===== src/uab_consts.vh =====
// register offsets, field positions, reset values and encodings of the transfer control block
`ifndef UAB_CONSTS_VH
`define UAB_CONSTS_VH

`define UAB_ADDR_W 12
`define UAB_OFF_EP_SET 12'h000
`define UAB_OFF_MST_SET 12'h004
`define UAB_OFF_MST_STS 12'h008

`define UAB_EP_NULL_BIT 0
`define UAB_EP_EOP_EN_BIT 4
`define UAB_EOP_EN_RESET 1'b1

`define UAB_MST_WR_EN_BIT 0
`define UAB_MST_WR_ABORT_BIT 1
`define UAB_MST_WR_RESET_BIT 2
`define UAB_MST_RD_EN_BIT 4
`define UAB_MST_RD_ABORT_BIT 5
`define UAB_MST_RD_RESET_BIT 6
`define UAB_MST_BURST_BIT 8
`define UAB_MST_RESET 32'h00000000

`define UAB_STS_EP_EMPTY_BIT 0
`define UAB_STS_RD_BUSY_BIT 1
`define UAB_STS_WR_BUSY_BIT 2
`define UAB_STS_NULL_BUSY_BIT 3

`define UAB_HBURST_SINGLE 3'h0
`define UAB_HBURST_INCR 3'h1
`define UAB_HBURST_INCR8 3'h5

`endif


===== src/uab_xfer_ctrl.v =====
// transfer control of the endpoint to system bus bridge: registers, read path, burst select
//
// Decided for this implementation: the APB register port and the register offsets.
`timescale 1ns/1ps
`default_nettype none
`include "uab_consts.vh"

module uab_xfer_ctrl (
  // apb slave
  input wire pclk,
  input wire presetn,
  input wire psel,
  input wire penable,
  input wire pwrite,
  input wire [`UAB_ADDR_W-1:0] paddr,
  input wire [31:0] pwdata,
  output reg [31:0] prdata,
  output reg pready,
  output reg pslverr,
  // read path data from system memory, 16-bit half words
  input wire rd_src_valid,
  input wire [15:0] rd_src_data,
  input wire rd_src_last,
  input wire rd_src_two_bytes,
  output reg rd_src_ready,
  // endpoint write side
  output reg ep_w_valid,
  output reg [15:0] ep_w_data,
  output reg ep_w_two_bytes,
  output reg ep_w_eop,
  input wire ep_w_ready,
  input wire ep_empty,
  input wire ep_null_done,
  output reg endpoint_zero_length_transmit,
  // write path engine and read path control
  input wire wr_path_done,
  output reg write_path_enable,
  output reg write_path_reset,
  output reg read_path_enable,
  output reg read_path_reset,
  // bus master burst request
  input wire beat_is_burst,
  output reg [2:0] hburst
);

  reg eop_en_reg;
  reg burst_type_reg;
  reg hold_reg;
  reg hold_last_reg;
  reg hold_next;
  reg rd_en_next;
  reg null_next;
  wire wr_acc;
  wire rd_acc;
  wire ep_sel;
  wire mst_sel;
  wire sts_sel;
  wire rd_take;
  wire rd_skip;
  wire rd_done;
  wire rd_kill;
  wire wr_kill;

  function is_reg;
    input [`UAB_ADDR_W-1:0] addr;
    input [`UAB_ADDR_W-1:0] off;
    begin
      is_reg = (addr == off);
    end
  endfunction

  // access completes in the first access cycle, no wait states
  assign wr_acc = psel & penable & pready & pwrite;
  assign rd_acc = psel & penable & pready & ~pwrite;
  assign ep_sel = is_reg(paddr, `UAB_OFF_EP_SET);
  assign mst_sel = is_reg(paddr, `UAB_OFF_MST_SET);
  assign sts_sel = is_reg(paddr, `UAB_OFF_MST_STS);

  // abort and reset act only on a written 1
  assign rd_kill = wr_acc & mst_sel &
    (pwdata[`UAB_MST_RD_ABORT_BIT] | pwdata[`UAB_MST_RD_RESET_BIT]);
  assign wr_kill = wr_acc & mst_sel &
    (pwdata[`UAB_MST_WR_ABORT_BIT] | pwdata[`UAB_MST_WR_RESET_BIT]);

  assign rd_take = rd_src_valid & rd_src_ready;
  // one-byte tail dropped when eop is off
  assign rd_skip = rd_take & rd_src_last & ~rd_src_two_bytes & ~eop_en_reg;
  assign rd_done = rd_skip | (ep_w_valid & ep_w_ready & hold_last_reg);

  always @* begin
    hold_next = hold_reg;
    if (ep_w_valid & ep_w_ready) begin
      hold_next = 1'b0;
    end
    if (rd_take & ~rd_skip) begin
      hold_next = 1'b1;
    end
    if (rd_kill) begin
      hold_next = 1'b0;
    end
  end

  always @* begin
    rd_en_next = read_path_enable;
    if (wr_acc & mst_sel & pwdata[`UAB_MST_RD_EN_BIT]) begin
      rd_en_next = 1'b1;
    end
    if (rd_done) begin
      rd_en_next = 1'b0;
    end
    if (rd_kill) begin
      rd_en_next = 1'b0;
    end
  end

  // request set beats the done clear in the same cycle
  always @* begin
    null_next = endpoint_zero_length_transmit;
    if (ep_null_done) begin
      null_next = 1'b0;
    end
    if (wr_acc & ep_sel & pwdata[`UAB_EP_NULL_BIT] & ep_empty) begin
      null_next = 1'b1;
    end
  end

  // apb answer and read data
  always @(posedge pclk or negedge presetn) begin
    if (!presetn) begin
      pready <= 1'b0;
      pslverr <= 1'b0;
      prdata <= 32'h00000000;
    end else begin
      pready <= psel & ~penable;
      pslverr <= psel & ~penable & ~(ep_sel | mst_sel | sts_sel);
      if (psel & ~penable & ~pwrite) begin
        prdata <= 32'h00000000;
        if (ep_sel) begin
          prdata[`UAB_EP_EOP_EN_BIT] <= eop_en_reg;
          prdata[`UAB_EP_NULL_BIT] <= endpoint_zero_length_transmit;
        end else if (mst_sel) begin
          // abort bits are write-only and read as 0
          prdata[`UAB_MST_BURST_BIT] <= burst_type_reg;
          prdata[`UAB_MST_RD_RESET_BIT] <= read_path_reset;
          prdata[`UAB_MST_RD_EN_BIT] <= read_path_enable;
          prdata[`UAB_MST_WR_RESET_BIT] <= write_path_reset;
          prdata[`UAB_MST_WR_EN_BIT] <= write_path_enable;
        end else if (sts_sel) begin
          prdata[`UAB_STS_EP_EMPTY_BIT] <= ep_empty;
          prdata[`UAB_STS_RD_BUSY_BIT] <= read_path_enable;
          prdata[`UAB_STS_WR_BUSY_BIT] <= write_path_enable;
          prdata[`UAB_STS_NULL_BUSY_BIT] <= endpoint_zero_length_transmit;
        end
      end
    end
  end

  // configuration and control
  always @(posedge pclk or negedge presetn) begin
    if (!presetn) begin
      eop_en_reg <= `UAB_EOP_EN_RESET;
      burst_type_reg <= 1'b0;
      read_path_enable <= 1'b0;
      read_path_reset <= 1'b0;
      write_path_enable <= 1'b0;
      write_path_reset <= 1'b0;
      endpoint_zero_length_transmit <= 1'b0;
    end else begin
      if (wr_acc & ep_sel) begin
        eop_en_reg <= pwdata[`UAB_EP_EOP_EN_BIT];
      end
      if (wr_acc & mst_sel) begin
        burst_type_reg <= pwdata[`UAB_MST_BURST_BIT];
      end
      endpoint_zero_length_transmit <= null_next;
      read_path_enable <= rd_en_next;
      // reset pulses one cycle, then reads back 0
      read_path_reset <= wr_acc & mst_sel & pwdata[`UAB_MST_RD_RESET_BIT];
      write_path_reset <= wr_acc & mst_sel & pwdata[`UAB_MST_WR_RESET_BIT];
      if (wr_kill) begin
        write_path_enable <= 1'b0;
      end else if (wr_path_done) begin
        write_path_enable <= 1'b0;
      end else if (wr_acc & mst_sel & pwdata[`UAB_MST_WR_EN_BIT]) begin
        write_path_enable <= 1'b1;
      end
    end
  end

  // read path: one half word staged toward the endpoint
  always @(posedge pclk or negedge presetn) begin
    if (!presetn) begin
      hold_reg <= 1'b0;
      hold_last_reg <= 1'b0;
      rd_src_ready <= 1'b0;
      ep_w_valid <= 1'b0;
      ep_w_data <= 16'h0000;
      ep_w_two_bytes <= 1'b0;
      ep_w_eop <= 1'b0;
    end else begin
      hold_reg <= hold_next;
      ep_w_valid <= hold_next;
      // ready registered from next state, so no take while a word is staged
      rd_src_ready <= rd_en_next & ~hold_next & ~rd_done;
      if (rd_take & ~rd_skip) begin
        ep_w_data <= rd_src_data;
        ep_w_two_bytes <= rd_src_two_bytes;
        hold_last_reg <= rd_src_last;
        ep_w_eop <= rd_src_last & eop_en_reg;
      end
      if (rd_kill) begin
        hold_last_reg <= 1'b0;
        ep_w_eop <= 1'b0;
      end
    end
  end

  // burst encoding; single beats ignore the burst type
  always @(posedge pclk or negedge presetn) begin
    if (!presetn) begin
      hburst <= `UAB_HBURST_SINGLE;
    end else if (!beat_is_burst) begin
      hburst <= `UAB_HBURST_SINGLE;
    end else if (burst_type_reg) begin
      hburst <= `UAB_HBURST_INCR;
    end else begin
      hburst <= `UAB_HBURST_INCR8;
    end
  end

endmodule // uab_xfer_ctrl
`default_nettype wire


===== config.mk =====
export PLATFORM = sky130hd
export DESIGN_NAME = uab_xfer_ctrl
export DESIGN_NICKNAME = d
export VERILOG_FILES = /design/src/uab_xfer_ctrl.v
export VERILOG_INCLUDE_DIRS = /design/src
export SDC_FILE = /design/constraint.sdc
export NUM_CORES = 1
export LEC_CHECK = 0
export ABC_AREA = 1
export ABC_CLOCK_PERIOD_IN_PS = 1110
export BUFFER_PORTS_ARGS = -buffer_cell sky130_fd_sc_hd__clkbuf_2
export CORE_ASPECT_RATIO = 0.7
export CORE_MARGIN = 3
export CORE_UTILIZATION = 37
export CTS_CLUSTER_SIZE = 12
export DETAILED_ROUTE_END_ITERATION = 10
export PLACE_DENSITY = 0.79
export SYNTH_ARGS = -nofsm -noshare
export SYNTH_HDL_FRONTEND = slang
export SYNTH_SLANG_ARGS = --single-unit

===== constraint.sdc =====
create_clock -name pclk -period 1.11 [get_ports pclk]
set_input_delay 0.222 -clock pclk [delete_from_list [all_inputs] [get_ports pclk]]
set_output_delay 0.222 -clock pclk [all_outputs]
set_load 0.005 [all_outputs]

==> results by group <==
Routing
  • Drt via density: about 4.2
  • Remaining DRCs: 0
  • DR vias: about 1700
  • Number of routed nets with antenna violations: 0
  • 1st-iter DRT viols: 64
  • Final wirelength: about 4.5 mm
  • Pre-antenna DRT Iters: 4
  • Average wire per standard cell: around 11 um

Synthesis
  • Top cells by count, synth: nand2_1 (85), dfrtp_1 (38), buf_4 (26)
  • Synth top area cells: dfrtp_1 (50%), nand2_1 (17%), buf_4 (10%)
  • Post-synth top area share: 0.495
  • Post-synth top flop: dfrtp_1
  • Post-synthesis cell type count: 29
  • Mapped Cells: 231
  • Syn Area/Cell: about 8.3 um^2
  • Sequential fraction of the synthesis area: 0.509
  • Ys async rst share: 1.00
  • Synth Cell Area: slightly below 0.002 mm^2
  • Count of flip-flops with a built-in enable after synthesis: 0
  • Most frequent cell after synthesis: nand2_1
  • Leading area contributor after synthesis: dfrtp_1
  • Syn. warnings: 0
  • Seq cells post-synth: 39

Global routing
  • Grt total ovfl: 0
  • Vias in the first global route: between 1500 and 2000
  • Initial antenna violation count: 0
  • First-pass GRT wire length: between 7 and 8 mm
  • GRT Util Overall: 0.152
  • Pin count of the biggest net entering global routing: 20

Critical path
  • WP data required: 1.28 ns
  • R2r setup slk: -0.09 ns
  • Critical path data arrival time: roughly 1.4 ns
  • Worst Path Class, Setup: register to register
  • Crit end category: register
  • Worst R2R End: write_path_enable
  • Critical path launch point: pready
  • CP endpoint: write_path_enable
  • Worst R2R Path Depth: 6
  • Max FO, Critical Path: 4
  • Startpoint Class: register
  • RR Startpoint: pready

Power
  • Power per cell area: about 1700 mW/mm^2
  • Static leakage: between 1.5 and 2 nW
  • Power, Total: approximately 4.5 mW
  • Worst VDD drop: between 900 and 1000 uV

Run status
  • Status: finished, violations left
  • Failing checks: negative setup slack

Timing
  • RSZ-0062 raised after global routing: true
  • Max Clk Rate: approximately 830 MHz
  • Final Cycle Share: 1.08
  • Post-route minimum period: ~1.2 ns
  • Pins Over Slew Limit: 0
  • Setup Viol. Count Final: 22
  • Layout Skew: approximately 0.0041 ns
  • Fin worst setup slack: -0.0902 ns
  • Final hold violations: 0
  • Final TNS setup: -0.862 ns

Cells and area
  • Biggest regs: ep_w_data: 16 flops, prdata: 7 flops, hburst: 2 flops
  • Most flop-heavy register: ep_w_data
  • Post-route cell area: 0.00272 mm^2
  • Register Area: around 980 um^2
  • Layout cells sized above 1: 0.408
  • Synth-to-Final Area Change: 41.7%
  • Footprint of the multi-input gates: 795 um^2
  • Fin cells: 410
  • N_diodes: 0
  • Final Net Count: 413
  • Max reg flops: 16
  • Layout fillers: approximately 490

Die
  • Die span in x: just over 90 um
  • Area of the die: ~0.0061 mm^2
  • # IOs: between 100 and 150
  • Die Ht: between 60 and 70 um
  • Core Area: slightly below 0.005 mm^2
  • # rows: 21
  • Initial Utilization: 0.393

CTS
  • Clk_lat worst skew: approximately 0.29 ns
  • Clk buf depth: 2
  • CTS tree: done
  • H-tree levels: 2
  • Reg clk slew, reported paths: 0.07 ns
  • Root buf cell: clkbuf_8
  • CTS buffer count: 5
  • Sink Count: 39

Flow run
  • Max-Cap Viols: 0

Placement
  • Pre-CTS setup slack: -0.188 ns
  • Placed inst area: around 0.0025 mm^2
  • Placed Instances: 400
  • DP Wirelength: around 3.6 mm
  • GP Congestion: slightly below 0.8
  • PortBufs: between 80 and 90

Worst hold path
  • Hold Path Class: input pin to register
-- critical path, cell delays in order (launching register included) --
cell and delay (ns):
dfrtp_1 0.37, nand3_2 0.09, nor2_4 0.14, buf_6 0.14, nand3_4 0.09, o21bai_1 0.19, a21oi_1 0.06
-- metrics by stage --
step | util | hold WS [ns]
floorplan | - | -0.0736
global placement | 0.514 | 0.0855
detailed placement | 0.514 | 0.0859
CTS | 0.549 | 0.0482
global route | 0.557 | 0.0439
finish | 0.557 | 0.0635
-- layout make-up --
| type | count | area share |
|---|---|---|
| well taps | 69 | 0.0317 |
| inverters | 24 | 0.0363 |
| flip-flops and latches | 39 | 0.359 |
| clock inverters | 2 | 0.0129 |
| repair buffers | 107 | 0.238 |
| clock buffers | 6 | 0.0303 |
| multi-input cells | 163 | 0.292 |
-- power by group --
| part | internal (mW) | switching [mW] |
|---|---|---|
| sequential | 1.81 | 0.211 |
| combinational | 0.609 | 0.695 |
| clock | 0.727 | 0.477 |
-- layout by cell type, fill, tap and decap left out, types with 2 or more instances in the layout --
cell type / Yosys / layout
nor3_1: 3 / 3
dfrtp_1: 38 / 38
inv_2: 3 / 3
o21ai_1: 0 / 2
buf_4: 26 / 17
nand2_1: 85 / 83
buf_6: 1 / 3
nand3_4: 0 / 2
clkbuf_8: 0 / 6
buf_12: 0 / 3
clkinv_2: 0 / 2
clkbuf_2: 0 / 83
nand2_2: 3 / 4
conb_1: 1 / 26
nand3_2: 1 / 2
nand4_1: 3 / 3
o31ai_1: 2 / 2
nor2_4: 2 / 4
nand3_1: 12 / 9
inv_1: 20 / 19
nor2_1: 13 / 11
-- routing by layer --
layer,global-route usage,share of wire,vias up
li1,-,-,876
met1,0.205,0.44,785
met3,0.0478,0.077,7
met5,0,0,-
met4,0.0556,0.013,0
met2,0.230,0.47,56
-- cell families (layout without fill, tap and decap cells) --
group | after synthesis | count (layout) | synth area share
flip-flops | 39 | 39 | 0.509
buffers and inverters | 54 | 139 | 0.162
other | 1 | 26 | 0.00195
AO/OA/AOI/OAI | 10 | 10 | 0.0319
AND/OR/NAND/NOR | 127 | 127 | 0.296
-- worst min-delay path by stage --
stage             startpoint             end  cells past startpoint
6_report       beat_is_burst       hburst[0]                      1
5_1_grt        beat_is_burst       hburst[0]                      1
4_1_cts        beat_is_burst       hburst[0]                      1
3_5_place_dp         presetn       prdata[4]                      1
3_3_place_gp         presetn        ep_w_eop                      1
2_1_floorplan        presetn  burst_type_reg                      0
-- what timing repair did --
| action | in CTS | in global routing |
|---|---|---|
| resized for setup | 14 | 7 |
| setup endpoints to repair | 27 | 28 |
| hold buffers | 1 | 0 |
| pin swaps | 5 | 3 |
| setup buffers | 0 | 1 |
| hold endpoints to repair | 5 | 0 |
(Power assumes the default switching activity.)
